### src/shared/cantrx_pkg.sv
// Package: constants, types and register map of the transceiver mode and wake block
package cantrx_pkg;

    // ------------------------------------------------------------
    // Timing
    // ------------------------------------------------------------
    localparam int CLK_MHZ = 125;
    localparam int ENABLE_SETTLE_US = 10;
    localparam int ENABLE_SETTLE_CYC = ENABLE_SETTLE_US * CLK_MHZ;
    localparam int WAKE_FILTER_MIN_US = 1;
    localparam int WAKE_FILTER_MIN_CYC = WAKE_FILTER_MIN_US * CLK_MHZ;
    localparam int WAKE_FILTER_MAX_US = 1000;
    localparam int WAKE_FILTER_MAX_CYC = WAKE_FILTER_MAX_US * CLK_MHZ;
    localparam int TX_DOM_TIMEOUT_US = 1000;
    localparam int TX_DOM_TIMEOUT_CYC = TX_DOM_TIMEOUT_US * CLK_MHZ;
    localparam int CNT_W = 20;

    // ------------------------------------------------------------
    // Register map (byte addresses)
    // ------------------------------------------------------------
    localparam logic [7:0] ADDR_MODE_CTRL = 8'h00;
    localparam logic [7:0] ADDR_SYS_MODE = 8'h04;
    localparam logic [7:0] ADDR_STATUS = 8'h08;
    localparam logic [7:0] ADDR_IRQ_STAT = 8'h0c;
    localparam logic [7:0] ADDR_IRQ_EN = 8'h10;
    localparam logic [7:0] ADDR_IRQ_CLR = 8'h14;

    // Mode field codes
    localparam logic [1:0] TRX_OFF = 2'h0;
    localparam logic [1:0] TRX_WAKE = 2'h1;
    localparam logic [1:0] TRX_RXONLY = 2'h2;
    localparam logic [1:0] TRX_NORMAL = 2'h3;
    localparam logic [1:0] MODE_RESET = TRX_OFF;

    // System operating mode codes
    localparam logic [2:0] SYS_NORMAL = 3'h0;
    localparam logic [2:0] SYS_STOP = 3'h1;
    localparam logic [2:0] SYS_SLEEP = 3'h2;
    localparam logic [2:0] SYS_RESTART = 3'h3;
    localparam logic [2:0] SYS_FAILSAFE = 3'h4;
    localparam logic [2:0] SYS_RESET = SYS_NORMAL;

    // Interrupt status / enable bit positions
    localparam int BIT_WAKE = 0;
    localparam int BIT_FAIL = 1;
    localparam int BIT_RESTART = 2;
    localparam int IRQ_W = 3;

    // Wake detector phases
    typedef enum logic [2:0] {
        WK_IDLE, WK_DOM1, WK_REC, WK_DOM2
    } cantrx_wake_e;

    // AHB-Lite request carrier
    typedef struct packed {
        logic sel;
        logic [1:0] htrans;
        logic hwrite;
        logic [2:0] hsize;
        logic [31:0] haddr;
    } cantrx_ahb_req_s;
endpackage

### src/rtl/cantrx_wake_det.sv
// Bus wake pattern detector: two filtered dominant phases around a recessive one
`timescale 1ns/1ps
module cantrx_wake_det
    import cantrx_pkg::*;
(
    input wire logic clk,
    input wire logic rst_n,
    input wire logic arm,
    input wire logic busDominant,
    output logic wakeSeen
);

    cantrx_wake_e state_r, state_nxt;
    logic [CNT_W-1:0] cnt_r, cnt_nxt;
    logic wakeSeen_r, wakeSeen_nxt;
    logic inWindow;
    logic tooLong;

    assign wakeSeen = wakeSeen_r;

    // Phase length check against the two filter limits
    assign inWindow = (cnt_r > CNT_W'(WAKE_FILTER_MIN_CYC)) && (cnt_r < CNT_W'(WAKE_FILTER_MAX_CYC));
    assign tooLong = (cnt_r >= CNT_W'(WAKE_FILTER_MAX_CYC));

    // Phase tracking; disarmed means stay idle and ignore bus activity
    always_comb begin
        state_nxt = state_r;
        cnt_nxt = (cnt_r == {CNT_W{1'b1}}) ? cnt_r : cnt_r + CNT_W'(1);
        wakeSeen_nxt = 1'b0;
        if (!arm) begin
            state_nxt = WK_IDLE;
            cnt_nxt = '0;
        end else begin
            unique case (state_r)
                WK_IDLE: begin
                    cnt_nxt = '0;
                    if (busDominant) begin
                        state_nxt = WK_DOM1;
                    end
                end
                WK_DOM1: begin
                    if (!busDominant) begin
                        state_nxt = inWindow ? WK_REC : WK_IDLE;
                        cnt_nxt = '0;
                    end
                end
                WK_REC: begin
                    if (busDominant) begin
                        state_nxt = inWindow ? WK_DOM2 : WK_DOM1;
                        cnt_nxt = '0;
                    end else if (tooLong) begin
                        state_nxt = WK_IDLE;
                    end
                end
                WK_DOM2: begin
                    if (!busDominant) begin
                        wakeSeen_nxt = inWindow;
                        state_nxt = WK_IDLE;
                        cnt_nxt = '0;
                    end
                end
                default: begin
                    state_nxt = WK_IDLE;
                end
            endcase
        end
    end

    // Registers
    always_ff @(posedge clk) begin
        if (!rst_n) begin
            state_r <= WK_IDLE;
            cnt_r <= '0;
            wakeSeen_r <= 1'b0;
        end else begin
            state_r <= state_nxt;
            cnt_r <= cnt_nxt;
            wakeSeen_r <= wakeSeen_nxt;
        end
    end

    a_wake_needs_arm: assert property (@(posedge clk) disable iff (!rst_n)
        wakeSeen_r |-> $past(arm)) else $error("Wake flagged while disarmed");
endmodule

### src/rtl/cantrx_tx_gate.sv
// Transmit gating: enable settling suppression and dominant timeout
`timescale 1ns/1ps
module cantrx_tx_gate
    import cantrx_pkg::*;
(
    input wire logic clk,
    input wire logic rst_n,
    input wire logic txAllowed,
    input wire logic txDataIn,
    output logic drvDominant,
    output logic timeoutHit
);

    logic [CNT_W-1:0] settle_r, settle_nxt;
    logic [CNT_W-1:0] dom_r, dom_nxt;
    logic waitRec_r, waitRec_nxt;
    logic timedOut_r, timedOut_nxt;
    logic drv_r, drv_nxt;
    logic hit_r, hit_nxt;
    logic settled;

    assign drvDominant = drv_r;
    assign timeoutHit = hit_r;
    assign settled = (settle_r == CNT_W'(ENABLE_SETTLE_CYC));

    // Settling count restarts whenever transmit is withdrawn
    always_comb begin
        settle_nxt = settle_r;
        waitRec_nxt = waitRec_r;
        dom_nxt = dom_r;
        timedOut_nxt = timedOut_r;
        hit_nxt = 1'b0;
        if (!txAllowed) begin
            settle_nxt = '0;
            waitRec_nxt = 1'b0;
            dom_nxt = '0;
            timedOut_nxt = 1'b0;
        end else begin
            if (!settled) begin
                settle_nxt = settle_r + CNT_W'(1);
                if (!txDataIn) begin
                    waitRec_nxt = 1'b1;
                end
            end else if (txDataIn) begin
                waitRec_nxt = 1'b0;
            end
            // Dominant timer; release of input re-enables driver
            if (txDataIn) begin
                dom_nxt = '0;
                timedOut_nxt = 1'b0;
            end else if (dom_r != CNT_W'(TX_DOM_TIMEOUT_CYC)) begin
                dom_nxt = dom_r + CNT_W'(1);
            end else if (!timedOut_r) begin
                timedOut_nxt = 1'b1;
                hit_nxt = 1'b1;
            end
        end
        // Drive only when settled, armed by a recessive, and not timed out
        drv_nxt = txAllowed && settled && !waitRec_nxt && !txDataIn && !timedOut_nxt;
    end

    // Registers
    always_ff @(posedge clk) begin
        if (!rst_n) begin
            settle_r <= '0;
            dom_r <= '0;
            waitRec_r <= 1'b0;
            timedOut_r <= 1'b0;
            drv_r <= 1'b0;
            hit_r <= 1'b0;
        end else begin
            settle_r <= settle_nxt;
            dom_r <= dom_nxt;
            waitRec_r <= waitRec_nxt;
            timedOut_r <= timedOut_nxt;
            drv_r <= drv_nxt;
            hit_r <= hit_nxt;
        end
    end

    a_no_drive_unsettled: assert property (@(posedge clk) disable iff (!rst_n)
        drv_r |-> $past(settled)) else $error("Driver active before settling");
    a_drive_needs_low: assert property (@(posedge clk) disable iff (!rst_n)
        drv_r |-> !$past(txDataIn)) else $error("Driver active with recessive input");
endmodule

### src/rtl/cantrx_mode_wake.sv
// Transceiver mode control, wake signalling and AHB-Lite register slave
//
// Our own choices: the AHB-Lite register port and the register offsets.
`timescale 1ns/1ps

// Summary of operation
// - Power-up in off; off always selectable
// - Off mode ignores wake, bus input floats
// - Mode chosen by writing mode control bits
// - Normal only in normal/stop, set from normal
// - Normal mode drives bus from transmit input
// - Dominant during settling suppressed until next
// - Normal and receive-only report bus on receive
// - Receive-only: no transmit, normal/stop only
// - Wake mode selectable; forced on fail-safe
// - Wake drives receive low until mode change; a stop/fail-safe write also releases it
// - Wake needs two filtered dominants, one recessive
// - Mode keeps reading wake code after wake
// - Rearm by toggling mode or stop/fail-safe
// - Dominant timeout disables driver, sets fail
// - Wake in sleep moves system to restart
module cantrx_mode_wake
    import cantrx_pkg::*;
(
    input wire logic clk,
    input wire logic rst_n,
    input wire logic hsel,
    input wire logic [31:0] haddr,
    input wire logic [1:0] htrans,
    input wire logic hwrite,
    input wire logic [2:0] hsize,
    input wire logic [31:0] hwdata,
    input wire logic hready,
    output logic hreadyout,
    output logic hresp,
    output logic [31:0] hrdata,
    input wire logic txDataIn,
    output logic rxDataOut,
    input wire logic busDominantIn,
    output logic busDriveDominant,
    output logic busBiasEn,
    output logic [2:0] sysModeOut,
    output logic irq
);

    // ------------------------------------------------------------
    // State
    // ------------------------------------------------------------
    cantrx_ahb_req_s req_r, req_nxt;
    logic [1:0] mode_r, mode_nxt;
    logic [2:0] sys_r, sys_nxt;
    logic armed_r, armed_nxt;
    logic woken_r, woken_nxt;
    logic [IRQ_W-1:0] stat_r, stat_nxt;
    logic [IRQ_W-1:0] en_r, en_nxt;
    logic [31:0] rdata_r, rdata_nxt;
    logic rx_r, rx_nxt;
    logic drv_r, drv_nxt;
    logic bias_r, bias_nxt;
    logic irq_r, irq_nxt;
    logic wakeSeen;
    logic gateDrive;
    logic timeoutHit;
    logic wrMode;
    logic wrSys;
    logic wrClr;
    logic wrEn;
    logic [IRQ_W-1:0] evt;
    logic [1:0] reqMode;
    logic [2:0] reqSys;
    logic modeOk;

    assign hreadyout = 1'b1;
    assign hresp = 1'b0;
    assign hrdata = rdata_r;
    assign rxDataOut = rx_r;
    assign busDriveDominant = drv_r;
    assign busBiasEn = bias_r;
    assign sysModeOut = sys_r;
    assign irq = irq_r;

    // Mode legality per system mode; off is always allowed
    function automatic logic mode_allowed(input logic [1:0] m, input logic [2:0] s);
        logic ok;
        ok = 1'b0;
        unique case (m)
            TRX_OFF: ok = 1'b1;
            TRX_NORMAL: ok = (s == SYS_NORMAL);
            TRX_RXONLY: ok = (s == SYS_NORMAL) || (s == SYS_STOP);
            TRX_WAKE: ok = (s != SYS_FAILSAFE);
        endcase
        return ok;
    endfunction

    // ------------------------------------------------------------
    // Sub-blocks
    // ------------------------------------------------------------
    // Transmit path is only live in normal mode inside normal/stop
    logic txAllowed;
    assign txAllowed = (mode_r == TRX_NORMAL)
        && ((sys_r == SYS_NORMAL) || (sys_r == SYS_STOP));

    cantrx_tx_gate u_tx_gate (
        .clk(clk),
        .rst_n(rst_n),
        .txAllowed(txAllowed),
        .txDataIn(txDataIn),
        .drvDominant(gateDrive),
        .timeoutHit(timeoutHit)
    );

    // Off mode disarms the detector so bus activity is ignored
    cantrx_wake_det u_wake_det (
        .clk(clk),
        .rst_n(rst_n),
        .arm(armed_r && (mode_r == TRX_WAKE)),
        .busDominant(busDominantIn),
        .wakeSeen(wakeSeen)
    );

    // ------------------------------------------------------------
    // Bus slave: address phase captured, data phase acted upon
    // ------------------------------------------------------------
    always_comb begin
        req_nxt = req_r;
        if (hready) begin
            req_nxt.sel = hsel && htrans[1];
            req_nxt.htrans = htrans;
            req_nxt.hwrite = hwrite;
            req_nxt.hsize = hsize;
            req_nxt.haddr = haddr;
        end
    end

    assign wrMode = req_r.sel && req_r.hwrite && (req_r.haddr[7:0] == ADDR_MODE_CTRL);
    assign wrSys = req_r.sel && req_r.hwrite && (req_r.haddr[7:0] == ADDR_SYS_MODE);
    assign wrClr = req_r.sel && req_r.hwrite && (req_r.haddr[7:0] == ADDR_IRQ_CLR);
    assign wrEn = req_r.sel && req_r.hwrite && (req_r.haddr[7:0] == ADDR_IRQ_EN);
    assign reqMode = hwdata[1:0];
    assign reqSys = hwdata[2:0];
    assign modeOk = mode_allowed(reqMode, sys_r);

    // ------------------------------------------------------------
    // Mode, system mode and wake state
    // ------------------------------------------------------------
    // Illegal mode requests are dropped; a system mode write does not recheck
    // the mode already in the field, which can then be one the system cannot serve.
    always_comb begin
        mode_nxt = mode_r;
        sys_nxt = sys_r;
        armed_nxt = armed_r;
        woken_nxt = woken_r;
        evt = '0;
        if (wrSys && (reqSys <= SYS_FAILSAFE)) begin
            sys_nxt = reqSys;
            if (reqSys == SYS_FAILSAFE) begin
                mode_nxt = TRX_WAKE;
            end
            if ((reqSys == SYS_STOP) || (reqSys == SYS_FAILSAFE)) begin
                armed_nxt = 1'b1;
                woken_nxt = 1'b0;
            end
        end
        if (wrMode && modeOk) begin
            if (hwdata[1:0] != mode_r) begin
                armed_nxt = 1'b1;
                woken_nxt = 1'b0;
            end
            mode_nxt = reqMode;
        end
        // Wake after the write so a same-cycle wake is kept
        if (wakeSeen && armed_r && (mode_r == TRX_WAKE)) begin
            woken_nxt = 1'b1;
            armed_nxt = 1'b0;
            mode_nxt = TRX_WAKE;
            evt[BIT_WAKE] = 1'b1;
            if ((sys_r == SYS_SLEEP) || (sys_r == SYS_FAILSAFE)) begin
                sys_nxt = SYS_RESTART;
                evt[BIT_RESTART] = 1'b1;
            end
        end
        evt[BIT_FAIL] = timeoutHit;
    end

    // ------------------------------------------------------------
    // Pins: receive, driver and bias
    // ------------------------------------------------------------
    always_comb begin
        rx_nxt = 1'b1;
        drv_nxt = 1'b0;
        bias_nxt = (mode_nxt == TRX_NORMAL) || (mode_nxt == TRX_RXONLY);
        unique case (mode_r)
            TRX_NORMAL: begin
                rx_nxt = !busDominantIn;
                drv_nxt = gateDrive;
            end
            TRX_RXONLY: begin
                rx_nxt = !busDominantIn;
            end
            TRX_WAKE: begin
                rx_nxt = !woken_r;
            end
            TRX_OFF: begin
                rx_nxt = 1'b1;
            end
        endcase
    end

    // ------------------------------------------------------------
    // Interrupt status, enable and read data
    // ------------------------------------------------------------
    // Set wins over clear so a same-cycle event is never lost
    always_comb begin
        stat_nxt = stat_r;
        en_nxt = en_r;
        if (wrClr) begin
            stat_nxt = stat_r & ~hwdata[IRQ_W-1:0];
        end
        stat_nxt = stat_nxt | evt;
        if (wrEn) begin
            en_nxt = hwdata[IRQ_W-1:0];
        end
        irq_nxt = |(stat_nxt & en_nxt);
        rdata_nxt = 32'h0000_0000;
        if (req_nxt.sel && !req_nxt.hwrite && hready) begin
            unique case (req_nxt.haddr[7:0])
                ADDR_MODE_CTRL: rdata_nxt = {30'h0, mode_nxt};
                ADDR_SYS_MODE: rdata_nxt = {29'h0, sys_nxt};
                ADDR_STATUS: rdata_nxt = {29'h0, woken_nxt, armed_nxt, rx_nxt};
                ADDR_IRQ_STAT: rdata_nxt = {29'h0, stat_nxt};
                ADDR_IRQ_EN: rdata_nxt = {29'h0, en_nxt};
                default: rdata_nxt = 32'h0000_0000;
            endcase
        end
    end

    // Registers
    always_ff @(posedge clk) begin
        if (!rst_n) begin
            req_r <= '0;
            mode_r <= MODE_RESET;
            sys_r <= SYS_RESET;
            armed_r <= 1'b1;
            woken_r <= 1'b0;
            stat_r <= '0;
            en_r <= '0;
            rdata_r <= 32'h0000_0000;
            rx_r <= 1'b1;
            drv_r <= 1'b0;
            bias_r <= 1'b0;
            irq_r <= 1'b0;
        end else begin
            req_r <= req_nxt;
            mode_r <= mode_nxt;
            sys_r <= sys_nxt;
            armed_r <= armed_nxt;
            woken_r <= woken_nxt;
            stat_r <= stat_nxt;
            en_r <= en_nxt;
            rdata_r <= rdata_nxt;
            rx_r <= rx_nxt;
            drv_r <= drv_nxt;
            bias_r <= bias_nxt;
            irq_r <= irq_nxt;
        end
    end

    // ------------------------------------------------------------
    // Checks
    // ------------------------------------------------------------
    a_off_after_reset: assert property (@(posedge clk)
        $rose(rst_n) |-> mode_r == TRX_OFF) else $error("Not off after reset");
    a_off_quiet: assert property (@(posedge clk) disable iff (!rst_n)
        $past(mode_r) == TRX_OFF |-> rx_r && !drv_r) else $error("Off mode active");
    a_normal_sys: assert property (@(posedge clk) disable iff (!rst_n)
        $changed(mode_r) && mode_r == TRX_NORMAL |-> $past(sys_r) == SYS_NORMAL)
        else $error("Normal entered outside normal system mode");
    a_rxonly_nodrive: assert property (@(posedge clk) disable iff (!rst_n)
        mode_r == TRX_RXONLY ##1 mode_r == TRX_RXONLY |-> !drv_r)
        else $error("Driver on in receive-only");
    a_rx_follows: assert property (@(posedge clk) disable iff (!rst_n)
        $past(mode_r) == TRX_RXONLY |-> rx_r == !$past(busDominantIn))
        else $error("Receive output wrong");
    a_failsafe_wake: assert property (@(posedge clk) disable iff (!rst_n)
        wrSys && reqSys == SYS_FAILSAFE |=> mode_r == TRX_WAKE)
        else $error("Fail-safe did not force wake mode");
    a_wake_holds_rx: assert property (@(posedge clk) disable iff (!rst_n)
        woken_r && mode_r == TRX_WAKE ##1 mode_r == TRX_WAKE |-> !rx_r)
        else $error("Receive released while woken");
    a_wake_mode_kept: assert property (@(posedge clk) disable iff (!rst_n)
        woken_r && !$past(woken_r) |-> mode_r == TRX_WAKE)
        else $error("Mode left wake code on wake");
    a_sleep_restart: assert property (@(posedge clk) disable iff (!rst_n)
        wakeSeen && armed_r && mode_r == TRX_WAKE && sys_r == SYS_SLEEP && !wrSys
        |=> sys_r == SYS_RESTART) else $error("Sleep wake missed restart");
    a_fail_flag: assert property (@(posedge clk) disable iff (!rst_n)
        timeoutHit |=> stat_r[BIT_FAIL]) else $error("Fail flag not set");
endmodule

### config.mk
export PLATFORM = sky130hd
export DESIGN_NAME = cantrx_mode_wake
export DESIGN_NICKNAME = d
export VERILOG_FILES = /design/src/shared/cantrx_pkg.sv /design/src/rtl/cantrx_wake_det.sv /design/src/rtl/cantrx_tx_gate.sv /design/src/rtl/cantrx_mode_wake.sv
export SDC_FILE = /design/constraint.sdc
export NUM_CORES = 1
export LEC_CHECK = 0
export BUFFER_PORTS_ARGS = -buffer_cell sky130_fd_sc_hd__buf_2
export CAP_MARGIN = 20
export CORE_MARGIN = 2
export CORE_UTILIZATION = 45
export DETAILED_ROUTE_END_ITERATION = 8
export HOLD_SLACK_MARGIN = 0.03
export PLACE_DENSITY = 0.69
export SETUP_SLACK_MARGIN = 0.2
export SLEW_MARGIN = 5
export SYNTH_ARGS = -nofsm -noshare
export SYNTH_HDL_FRONTEND = slang
export SYNTH_SLANG_ARGS = --single-unit
export TNS_END_PERCENT = 1
### constraint.sdc
create_clock -name clk -period 4.8 [get_ports clk]
set_input_delay 0.72 -clock clk [delete_from_list [all_inputs] [get_ports clk]]
set_output_delay 0.72 -clock clk [all_outputs]
set_load 0.03 [all_outputs]
# Word level (Yosys, flattened, before mapping)
# Index checks and enable logic that the tools add are counted.
[op_classes]
n_bitwise = 8
muxes = 46
n_reduce_logical = 46
n_eq_ne = 32
add_sub_neg = 3
n_lt_le_gt_ge = 4
[ops]
columns = ["op", "n"]
rows = [
  ["$add 20x1->20 const B", 3],
  ["$mux 20", 3],
  ["$pmux 20 s3", 1],
  ["$mux 39", 1],
  ["$mux 3", 10],
  ["$eq 8x5->1 const B", 3],
  ["$mux 1", 21],
  ["$eq 20x11->1 const B", 1],
  ["$eq 20x20->1 const B", 1],
  ["$ge 20x17->1 const B", 1],
  ["$gt 20x7->1 const B", 1],
  ["$lt 20x17->1 const B", 1],
  ["$ne 20x17->1 const B", 1],
  ["$logic_and 1x1->1", 19],
  ["$eq 8x3->1 const B", 2],
  ["$eq 8x4->1 const B", 2],
  ["$logic_not 8->1", 2],
  ["$pmux 3 s5", 1],
  ["$eq 2x2->1 const B", 6],
  ["$mux 2", 6],
  ["$pmux 3 s4", 1],
  ["$eq 3x1->1 const B", 3],
  ["$eq 3x2->1 const B", 3],
  ["$reduce_and 2->1", 4],
  ["other kinds (21)", 42],
]
[word_totals]
in_bits = 76
register_bits = 156
output_inout_bits = 41
wordCells = 165

# Logic depth before layout (Yosys ltp)
# Gate-level depths: netlist (run 1).
[depth]
ltp_word = 8
depth_mapped = 8
ltp_nobuf = 8

# Cells and area by module
# From an unflattened synthesis (run 1), not the netlist that was laid out.
[hier_totals]
hier_cells = 585
area_unflattened_um2 = 5098.6
[by_module_without_submodules]
columns = ["mod", "cells_per_inst", "area_each_um2", "n_inst", "seq_area_each_um2"]
rows = [
  ["cantrx_tx_gate", 245, 2109.5, 1, 880.8],
  ["cantrx_mode_wake", 204, 1759.2, 1, 600.6],
  ["cantrx_wake_det", 136, 1229.9, 1, 460.4],
]

# Worst setup path after synthesis (run 1)
# OpenSTA, ideal clock, no wires.
[synth_timing]
kind = "input port to flip-flop"
start = "input port hwdata[0]"
end = "register rdata_r[1] (netlist: hrdata[1])"
arrival_ps = 2136
setup_ps = 132
required_time_ps = 4668
path_buffers = 1
slack_ps = 2533
cell_stages = 7
path_cell_list = "clkbuf_1 > nor4bb_1 > a31o_2 > or3_1 > mux2i_1 > a221oi_1 > a31oi_1"
[synth_via]
elab_chain_cells = 8
word_cells_on_any_way = 25
classes_between = "1 x order compare; 6 x eq/ne; 14 x mux; 4 x reduce/logical"
[synth_lines]
columns = ["item", "line", "rtl"]
rows = [
  ["start, declared", "cantrx_mode_wake.sv:32", "input wire logic [31:0] hwdata,"],
  ["branches (longest 7 deep; another with $le 3x3->1)", "n/a", ""],
  ["$pmux 3 s5 (*)", "cantrx_mode_wake.sv:226", "unique case (req_nxt.haddr[7:0])"],
  ["end signal, assigned", "cantrx_mode_wake.sv:260", "rdata_r <= rdata_nxt;"],
  ["end, declared", "cantrx_mode_wake.sv:56", "logic [31:0] rdata_r, rdata_nxt;"],
]
# Mark *: on every way between the ends.
# A chain may end at the register's enable or synchronous reset.

# Worst setup path after layout (run 1)
[layout_timing]
start = "register req_r[0] in the netlist's numbering"
end = "register rdata_r[1] (netlist: hrdata[1])"
[layout_via]
elab_chain_cells = 8
word_cells_on_any_way = 30
classes_between = "7 x eq/ne; 14 x mux; 1 x bitwise; 8 x reduce/logical"
[layout_lines]
columns = ["item", "line", "rtl"]
rows = [
  ["start, declared", "cantrx_mode_wake.sv:49", "cantrx_ahb_req_s req_r, req_nxt;"],
  ["start signal, assigned", "cantrx_mode_wake.sv:253", "req_r <= req_nxt;"],
  ["$eq 8x3->1", "cantrx_mode_wake.sv:136", "assign wrSys = req_r.sel && req_r.hwrite && (req_r.haddr[7:0] == ADDR_SYS_MODE);"],
  ["$logic_and 1x1->1", "cantrx_mode_wake.sv:136", ""],
  ["$logic_and 1x1->1", "cantrx_mode_wake.sv:154", "if (wrSys && (reqSys <= SYS_FAILSAFE)) begin"],
  ["$mux 1", "cantrx_mode_wake.sv:154", ""],
  ["$mux 1", "cantrx_mode_wake.sv:165", "if (hwdata[1:0] != mode_r) begin"],
  ["$mux 1", "cantrx_mode_wake.sv:164", "if (wrMode && modeOk) begin"],
  ["$mux 1", "cantrx_mode_wake.sv:172", "if (wakeSeen && armed_r && (mode_r == TRX_WAKE)) begin"],
  ["$pmux 3 s5 (*)", "cantrx_mode_wake.sv:226", ""],
]
# Every way passes the cells marked *; elsewhere a longest branch is shown, timed or not.

==> impl_metrics.py, run 1 <==
metrics = {
    "critical_path": {
        "cp_top_family": "simple AND/OR/NAND/NOR gates",
        "path_cells": "nor4_1, nand2_1, or3_1, mux2i_1, a221oi_1, a31oi_1",
        "critPathCaptureType": "flip-flop",
        "critPathBufInv": 0,
        "critPathSlowestCell": "nor4_1",
        "worstSetupStartpointType": "flip-flop",
        "r2r_cells": 6,
        "critPathKind": "flip-flop to flip-flop",
        "cp.depth": 6,
        "crit_start": "req_r[0]",
        "rr_startpoint": "req_r[0]",
        "crit_path_end": "hrdata[1]",
        "path_max_fanout": 4,
        "cp.required_ns": 5.03,
        "r2r_setup_slack_ns": 2.50,
        "critPathMaxStageDelay_ns": 0.57,
        "rr_endpoint": "hrdata[1]",
        "crit_arrival_ns": 2.53,
    },
    "pwr": {
        "p_leak_nw": 1.86,
        "power.share.switching_pct": 23.3,
        "irDropWorstVdd_mv": 0.187,
        "p_clk_share_pct": 37.6,
        "comb_power_share_pct": 5.8,
        "p_sw_w": 0.000331,
        "p_int_w": 0.00109,
        "p_per_area_nw_per_um2": 272,
        "p_seq_share_pct": 56.6,
    },
    "sta": {
        "slew_viol_final": 0,
        "timing.hold.ws_ns": 0.435,
        "worst_pin_slew_ns": 0.626,
        "hold_viol": 0,
        "setup_viol": 0,
        "fin_tns_setup_ns": 0,
        "relSlewSlack_pct": 57.9,
        "finClkSkew_ns": 0.00821,
        "finalCritPeriodShare_pct": 47.8,
        "max_freq_mhz": 436,
        "min_period_ns": 2.30,
        "rsz0062_at_grt": "no",
    },
    "place": {
        "dpl.hpwl_um": 6860,
        "gp_congestion": 0.865,
        "place_inst": 714,
        "numPortBuffers": 28,
    },
    "die": {
        "die-area_um2": 11700,
        "die_y_um": 108,
        "core_um2": 10700,
        "die_width_um": 108,
        "rows": 38,
        "initial_utilization_pct": 45.6,
        "io_pins": 117,
    },
    "cells_and_area": {
        "insertedDiodeCount": 0,
        "layout-drive-gt1-share_pct": 10.2,
        "fill_cells": 1038,
        "final_cells": 730,
        "layout.nets": 669,
        "syn2layout_area_growth_pct": 6.95,
    },
    "detailed_routing": {
        "dr.pass1.iters": 6,
        "route.detailed.drc": 0,
        "wl_um": 9430,
        "via_per_inst": 5.28,
        "ant_nets": 0,
        "drt-wirelength-per-cell_um": 12.9,
        "num_vias": 3851,
        "initialDrtViolationCount": 212,
    },
    "yosys": {
        "synth_mux_area_share_pct": 3.51,
        "synthSimpleGateAreaFrac_pct": 29.4,
        "yosys_warnings": 0,
        "synth_top_area_share_pct": 39.4,
        "ys_seq_elements": 96,
        "synth_most_common_cell": "dfxtp_1",
        "synthCells": 562,
        "yosys.cell_types.count": 61,
        "synth-xor-area-share_pct": 9.33,
        "yosysSeqAreaShare_pct": 39.4,
        "syn_avg_cell_area_um2": 8.69,
        "synth_top_family_by_area": "simple AND/OR/NAND/NOR gates",
        "synth_compound_area_share_pct": 8.84,
        "yosys-top-cells-area": "dfxtp_1 39%, nor2_1 6.3%, xor2_1 4.8%",
        "synth-async-reset-ratio_pct": 0,
        "synth_fa_ha_area_share_pct": 2.26,
        "synth_commonest_cells": "96 x dfxtp_1, 82 x nor2_1, 31 x buf_4, 30 x nand2_1, 30 x nand3_1",
        "yosys.area.top_type": "dfxtp_1",
        "synthFlopType": "dfxtp_1",
        "synth-edff-count": 0,
        "synth.cell_area_um2": 4880,
    },
    "clocking": {
        "cts_buffers": 9,
        "post_cts_resized": 0,
        "clk_pin_slew_ns": 0.09,
        "clock_latency_ns": 0.36,
        "htree_levels": 3,
        "cts_max_path_buffers": 2,
        "tritoncts": "built",
        "cts_setup_buffers": 0,
        "cts_root_buf": "clkbuf_8",
        "cts_sinks": 96,
        "hold_buffers": 0,
    },
    "outcome": {
        "status": "finished, final reports clean",
    },
    "global_routing": {
        "grt_antenna_before_repair": 0,
        "grt_usage_pct": 17.1,
        "grt_pass1_wl_um": 16200,
        "grt_pass1_vias": 3653,
        "grt_overflow_total": 0,
        "grt_max_degree": 30,
    },
    "worst_hold_path": {
        "worstHoldPathType": "flip-flop to flip-flop",
    },
    "job": {
        "max_cap_viol_count": 0,
    },
}
## state kept, by name, indices dropped and copies added, names as in the netlist
register,count
armed_r,1
u_wake_det.wakeSeen,1
hrdata,3
sysModeOut,3
u_tx_gate.timedOut_r,1
mode_r,2
stat_r,3
irq,1
u_wake_det.cnt_r,20
u_wake_det.state_r,2
req_r,10
u_tx_gate.waitRec_r,1
rxDataOut,1
en_r,3
busDriveDominant,1
woken_r,1
u_tx_gate.settle_r,20
u_tx_gate.drvDominant,1
u_tx_gate.dom_r,20
u_tx_gate.timeoutHit,1
## area by class of cell
type	count	area, um^2	share of cell area, %
Inverter	15	56.3	1.08
Clock inverter	2	37.5	0.719
Timing Repair Buffer	29	148	2.83
Tap cell	140	175	3.35
Sequential cell	96	1920	36.8
Multi-Input combinational cell	434	2720	52.1
Clock buffer	14	163	3.12
## cell families after synthesis
logic type / Yosys count
adder cells (fa/ha/maj): 9
XOR/XNOR: 52
other: 2
buffers and inverters: 61
flip-flops: 96
multiplexers: 17
AND/OR/NAND/NOR: 266
AO/OA/AOI/OAI: 59
## through the flow
stage                     util (%)  power [W]  area [um^2]  setup WS [ns]
final                         48.8    0.00142         5220           2.50
after floorplan                  -   0.000908         4990           2.53
after detailed placement      46.9   0.000906         5020           2.31
after global placement        46.9   0.000904         5020           2.34
after CTS                     48.8    0.00144         5220           2.56
after global routing          48.8    0.00149         5220           2.34
## how the worst min path moves through the flow
stage          slack, ns            startpoint  cells past startpoint                   end
2_1_floorplan       0.40  u_tx_gate.timedOut_r                      1  u_tx_gate.timeoutHit
3_3_place_gp        0.41  u_tx_gate.timedOut_r                      1  u_tx_gate.timeoutHit
3_5_place_dp        0.43  u_tx_gate.timedOut_r                      1  u_tx_gate.timeoutHit
4_1_cts             0.44  u_tx_gate.timedOut_r                      1  u_tx_gate.timeoutHit
5_1_grt             0.45  u_tx_gate.timedOut_r                      1  u_tx_gate.timeoutHit
6_report            0.44  u_tx_gate.timedOut_r                      1  u_tx_gate.timeoutHit
## layout by cell type, fill, tap and decap left out, types with 5 or more instances in the layout
cell type   n
ha_1        8
nand4_1    16
dfxtp_1    96
xor2_1     27
mux2i_1    16
buf_2      28
or2_2       5
nor4_1     11
and4_1      5
a21oi_1    11
nor3_1     17
nor4b_1     6
nand3_1    30
conb_1     31
xnor2_1    25
and2_1     11
clkbuf_8   11
nor2b_1    15
nand2_1    30
inv_1      15
o21ai_0    11
nor2_1     82
and3_1     13
## power groups by stage
stage	clock network (W)	logic [W]	registers, W
floorplan	0	0.0000841	0.000823
finish	0.000534	0.0000826	0.000806
detailed placement	0	0.0000812	0.000825
global placement	0	0.0000798	0.000824
global route	0.000595	0.0000894	0.000807
CTS	0.000557	0.0000814	0.000806
## layer usage
layer	wire length [um]	global-route usage [%]	vias to the layer above	share of wire [%]
li1	-	-	1943	-
met5	0	0	-	0
met3	424	5.00	6	4.5
met2	4610	29.7	80	49
met4	80	4.40	0	0.85
met1	4320	20.6	1822	46
(Power assumes the default switching activity.)
==> run 2: changes to the inputs <==
==> constraint.sdc (replaced) <==
create_clock -name clk -period 2.2 [get_ports clk]
set_input_delay 0.33 -clock clk [delete_from_list [all_inputs] [get_ports clk]]
set_output_delay 0.33 -clock clk [all_outputs]
set_load 0.03 [all_outputs]
==> run 2 against run 1 <==
  * First-iteration DRC count shrank 14%
  * Clock power up 150%
  * Via count increased by 1.1%
  * Largest cell class unchanged
  * Critical endpoint is now u_wake_det.state_r[1]
  * Largest power group unchanged
==> impl_metrics.py, run 2 (synthesized netlist as in run 1, its figures left out) <==
metrics = {
    "pwr": {
        "irDropWorstVdd_mv": 0.476,
        "p_per_area_nw_per_um2": 601,
        "power_w": 0.00328,
        "p_leak_nw": 1.98,
    },
    "sta": {
        "finClkSkew_ns": 0.0119,
        "max_freq_mhz": 496,
        "min_period_ns": 2.01,
        "setup_viol": 0,
        "worst_slack_ns": 0.186,
        "slew_viol_final": 0,
        "fin_tns_setup_ns": 0,
        "hold_viol": 0,
        "rsz0062_at_grt": "yes",
        "finalCritPeriodShare_pct": 91.6,
    },
    "detailed_routing": {
        "via_per_inst": 5.20,
        "ant_nets": 0,
        "wl_um": 9790,
        "num_vias": 3894,
        "route.detailed.drc": 0,
        "drt-wirelength-per-cell_um": 13.1,
        "dr.pass1.iters": 4,
        "initialDrtViolationCount": 183,
    },
    "worst_hold_path": {
        "worstHoldPathType": "input port to flip-flop",
        "min_from": "hwrite",
        "hold_depth": 3,
    },
    "outcome": {
        "status": "finished, final reports clean",
    },
    "cells_and_area": {
        "layout.nets": 688,
        "fin_util_pct": 51.0,
        "final_common_cell": "dfxtp_1",
        "final_cell_mix": "96 x dfxtp_1, 82 x nor2_1, 31 x conb_1",
        "insertedDiodeCount": 0,
        "final_cells": 749,
        "syn2layout_area_growth_pct": 11.8,
        "top_regs": "u_tx_gate.dom_r: 20 flops, u_tx_gate.settle_r: 20 flops, u_wake_det.cnt_r: 20 flops",
        "layout-drive-gt1-share_pct": 14.6,
    },
    "clocking": {
        "hold_buffers": 0,
        "cts_max_path_buffers": 2,
        "clock_latency_ns": 0.36,
        "cts_buffers": 9,
        "cts_root_buf": "clkbuf_8",
        "tritoncts": "built",
        "htree_levels": 3,
        "cts_sinks": 96,
        "clk_pin_slew_ns": 0.08,
    },
    "place": {
        "numPortBuffers": 28,
        "dpl.hpwl_um": 7080,
        "pre_cts_slack_ns": 0.173,
        "place_inst": 731,
        "gp_congestion": 0.846,
    },
    "die": {
        "die_width_um": 108,
        "die-area_um2": 11700,
        "rows": 38,
        "initial_utilization_pct": 45.6,
        "io_pins": 117,
        "die_y_um": 108,
        "core_um2": 10700,
    },
    "critical_path": {
        "worstSetupStartpointType": "flip-flop",
        "crit_start": "u_wake_det.cnt_r[8]",
        "cp.required_ns": 2.46,
        "critPathKind": "flip-flop to flip-flop",
        "critPathSlowestCell": "or4_1",
        "path_cells": "or4_1, or4_4, a41oi_4, nor2b_1, o21bai_2, a21oi_1",
        "critPathMaxStageDelay_ns": 0.55,
        "r2r_cells": 6,
        "rr_startpoint": "u_wake_det.cnt_r[8]",
        "path_max_fanout": 3,
        "critPathCaptureType": "flip-flop",
        "crit_arrival_ns": 2.27,
        "r2r_setup_slack_ns": 0.19,
    },
    "global_routing": {
        "grt_antenna_before_repair": 0,
        "grt_max_degree": 27,
        "grt_pass1_wl_um": 16600,
        "grt_usage_pct": 17.7,
        "grt_pass1_vias": 3829,
        "grt_overflow_total": 0,
    },
    "job": {
        "max_cap_viol_count": 0,
    },
}
-- run 2: final cells by class --
| class | instances | area [um^2] |
|---|---|---|
| clock buffer | 14 | 173 |
| clock inverter | 2 | 60.1 |
| fill | 1002 | 5240 |
| inverter | 15 | 56.3 |
| multi-input combinational | 434 | 2780 |
| sequential | 96 | 1920 |
| tap | 140 | 175 |
| timing repair buffer | 48 | 290 |
-- run 2: timing repair --
| item | 4_1_cts | 5_1_grt |
|---|---|---|
| buffers inserted | 2 | 0 |
| endpoints found under the hold margin | 0 | 0 |
| endpoints found under the setup margin | 3 | 18 |
| pin swaps | 1 | 1 |
| gates cloned | 0 | 0 |
| resized for setup | 2 | 8 |
-- run 2: worst paths after layout --
path                           endpoint
setup / recovery  u_wake_det.state_r[1]
hold / removal                req_r[35]
setup reg to reg  u_wake_det.state_r[1]
hold reg to reg    u_tx_gate.timeoutHit
-- run 2: where the power goes --
part           switching (W)  internal (W)  total (W)  leakage [nW]
Combinational       0.000143     0.0000644   0.000207          1.09
Sequential        0.00000938       0.00175    0.00176         0.775
Clock               0.000583      0.000735    0.00132         0.117
Total               0.000735       0.00255    0.00328          1.98
-- run 2: critical path, delay by kind of cell, from the launching register on --
kind               cells  cell delay, ns
and+or+nand+nor        3            1.17
DFF                    1            0.34
AOI/OAI and AO/OA      3            0.41
-- run 2: through the flow --
step / instance area (um^2) / hold WS (ns)
floorplan: 4990 / 0.399
global placement: 5150 / 0.414
detailed placement: 5150 / 0.425
CTS: 5410 / 0.233
global route: 5460 / 0.254
finish: 5460 / 0.245
-- run 2: metal layers --
layer | vias up | track usage [%] | part of all wire (%)
met3 | 16 | 4.40 | 3.5
met5 | - | 0 | 0
li1 | 1978 | - | -
met2 | 65 | 29.7 | 49
met4 | 0 | 6.59 | 1.6
met1 | 1835 | 21.8 | 46
==> run 3: changes to the inputs <==
--- a/config.mk
+++ b/config.mk
@@ -5,13 +5,14 @@
 export SDC_FILE = /design/constraint.sdc
 export NUM_CORES = 1
 export LEC_CHECK = 0
+export ABC_AREA = 1
 export BUFFER_PORTS_ARGS = -buffer_cell sky130_fd_sc_hd__buf_2
 export CAP_MARGIN = 20
 export CORE_MARGIN = 2
 export CORE_UTILIZATION = 45
 export DETAILED_ROUTE_END_ITERATION = 8
 export HOLD_SLACK_MARGIN = 0.03
-export PLACE_DENSITY = 0.69
+export PLACE_DENSITY = 0.68
 export SETUP_SLACK_MARGIN = 0.2
 export SLEW_MARGIN = 5
 export SYNTH_ARGS = -nofsm -noshare
==> run 3 against run 2 <==
  * Routed wire length grew 15%
  * Via count grew 23%
  * Clock skew shrank 0.0025 ns
  * Sequential share of layout area shrank 2.9 points
  * Clock-buffer cell count shrank 1
  * First-iteration DRC count grew 27%
  * Global-route usage grew 0.46 points
  * Maximum frequency grew 12%
  * Largest cell class unchanged
  * Critical path depth grew 3
  * Utilization shrank 1.4 points
  * Hold slack lost 0.049 ns
==> impl_metrics.py, run 3 <==
metrics = {
    "yosys": {
        "yosys-top-cells-area": "dfxtp_1 35%, nand2_1 11%, inv_1 7.5%",
        "synthCells": 802,
        "synth_top_area_share_pct": 35.0,
        "synth-async-reset-ratio_pct": 0,
        "synth_commonest_cells": "166 x nand2_1, 110 x inv_1, 101 x nor2_1, 96 x dfxtp_1, 54 x nand3_1",
        "yosys_warnings": 0,
        "synth_most_common_cell": "nand2_1",
        "synth.cell_area_um2": 5490,
        "ys_seq_elements": 96,
        "yosys.area.top_type": "dfxtp_1",
        "yosysSeqAreaShare_pct": 35.0,
        "synthFlopType": "dfxtp_1",
        "synth-edff-count": 0,
        "syn_avg_cell_area_um2": 6.84,
        "yosys.cell_types.count": 47,
    },
    "sta": {
        "setup_viol": 0,
        "min_period_ns": 1.79,
        "fin_tns_setup_ns": 0,
        "finalCritPeriodShare_pct": 81.4,
        "hold_viol": 0,
        "rsz0062_at_grt": "yes",
        "max_freq_mhz": 558,
        "slew_viol_final": 0,
        "finClkSkew_ns": 0.00944,
    },
    "clocking": {
        "tritoncts": "built",
        "clk_pin_slew_ns": 0.06,
        "cts_root_buf": "clkbuf_16",
        "cts_sinks": 96,
        "cts_setup_buffers": 0,
        "htree_levels": 3,
        "cts_max_path_buffers": 2,
        "cts_buffers": 9,
        "clock_latency_ns": 0.35,
    },
    "global_routing": {
        "grt_antenna_before_repair": 0,
        "grt_usage_pct": 18.1,
        "grt_pass1_wl_um": 19300,
        "grt_pass1_vias": 4371,
        "grt_max_degree": 22,
        "grt_overflow_total": 0,
    },
    "die": {
        "io_pins": 117,
        "die_y_um": 114,
        "die-area_um2": 13100,
        "core_um2": 12000,
        "initial_utilization_pct": 45.9,
        "rows": 40,
        "die_width_um": 114,
    },
    "critical_path": {
        "r2r_cells": 9,
        "critPathKind": "flip-flop to flip-flop",
        "cp.required_ns": 2.48,
        "worstSetupStartpointType": "flip-flop",
        "path_max_fanout": 7,
        "critPathCaptureType": "flip-flop",
        "crit_arrival_ns": 2.07,
    },
    "place": {
        "numPortBuffers": 28,
        "dpl.hpwl_um": 8520,
        "gp_congestion": 0.814,
    },
    "worst_hold_path": {
        "hold_depth": 2,
        "worstHoldPathType": "input port to flip-flop",
    },
    "cells_and_area": {
        "final_common_cell": "nand2_1",
        "insertedDiodeCount": 0,
        "final_cell_mix": "166 x nand2_1, 110 x inv_1, 101 x nor2_1",
        "layout-drive-gt1-share_pct": 12.9,
        "layout.nets": 916,
        "syn2layout_area_growth_pct": 8.26,
        "fin_util_pct": 49.6,
        "top_regs": "u_tx_gate.dom_r: 20 flops, u_tx_gate.settle_r: 20 flops, u_wake_det.cnt_r: 20 flops",
    },
    "outcome": {
        "status": "finished, final reports clean",
    },
    "detailed_routing": {
        "initialDrtViolationCount": 233,
        "drt-wirelength-per-cell_um": 11.4,
        "dr.pass1.iters": 5,
        "wl_um": 11200,
        "ant_nets": 0,
        "num_vias": 4771,
        "route.detailed.drc": 0,
        "via_per_inst": 4.85,
    },
    "pwr": {
        "p_per_area_nw_per_um2": 597,
        "p_leak_nw": 2.49,
        "irDropWorstVdd_mv": 0.331,
    },
    "job": {
        "max_cap_viol_count": 0,
    },
}
[run 3: area by class of cell]
type | count | area (um^2)
clock buffers | 13 | 280
clock inverters | 3 | 23.8
fillers | 1206 | 6020
inverters | 120 | 452
multi-input cells | 574 | 2910
flip-flops and latches | 96 | 1920
well taps | 147 | 184
repair buffers | 31 | 163
[run 3: report_power, final]
part           internal, W  leakage [nW]  switching, W  total, W
clock network     0.000893         0.144      0.000702   0.00160
registers          0.00175         0.775    0.00000613   0.00175
logic            0.0000419          1.57      0.000157  0.000199
total              0.00268          2.49      0.000865   0.00355
[run 3: timing repair]
item	in CTS	in global routing
endpoints found under the setup margin	0	3
hold buffers	0	0
resized for setup	0	1
[run 3: final timing paths]
path	slack, ns	endpoint	from
max	0.41	u_wake_det.cnt_r[0]	u_wake_det.cnt_r[0]
min	0.20	u_wake_det.wakeSeen	busDominantIn
max reg2reg	0.41	u_wake_det.cnt_r[0]	u_wake_det.cnt_r[0]
min reg2reg	0.42	u_tx_gate.timeoutHit	u_tx_gate.timedOut_r
[run 3: per-stage QoR]
step / setup slack (ns) / instances / power [W] / area [um^2] / hold WS [ns]
final: 0.409 / 984 / 0.00355 / 5940 / 0.196
after floorplan: 0.640 / 831 / 0.00200 / 5590 / 0.391
after CTS: 0.367 / 984 / 0.00358 / 5940 / 0.185
after global placement: 0.435 / 968 / 0.00199 / 5630 / 0.411
after global routing: 0.167 / 984 / 0.00365 / 5940 / 0.230
after detailed placement: 0.390 / 968 / 0.00199 / 5630 / 0.412
[run 3: routing by layer]
metal  GRT usage, %  wire length, um  vias up
li1               -                -     2597
met1           25.0             5810     2083
met2           28.2             4850       74
met3           2.75              335       17
met4           7.80              235        0
met5              0                0        -
[run 3: kinds of logic (layout without fill, tap and decap cells)]
family                   after synthesis  count (layout)  synth area share (%)
XOR/XNOR                              10              10                  1.60
adder cells (fa/ha/maj)                8               8                  1.82
AO/OA/AOI/OAI                        100             100                  10.4
multiplexers                           1               1                 0.182
buffers and inverters                161             167                  13.9
other                                  2              31                 0.137
AND/OR/NAND/NOR                      424             424                  36.9
flip-flops                            96              96                  35.0
[run 3: worst max-delay path, cell delays in order, from the launching register on]
cell and delay [ns]:
dfxtp_1 0.37, ha_2 0.26, nand3_2 0.12, nor2_4 0.20, nand4_2 0.16, nor2_4 0.20
nand2_4 0.12, clkinv_2 0.10, o21ai_1 0.07, a21oi_2 0.12
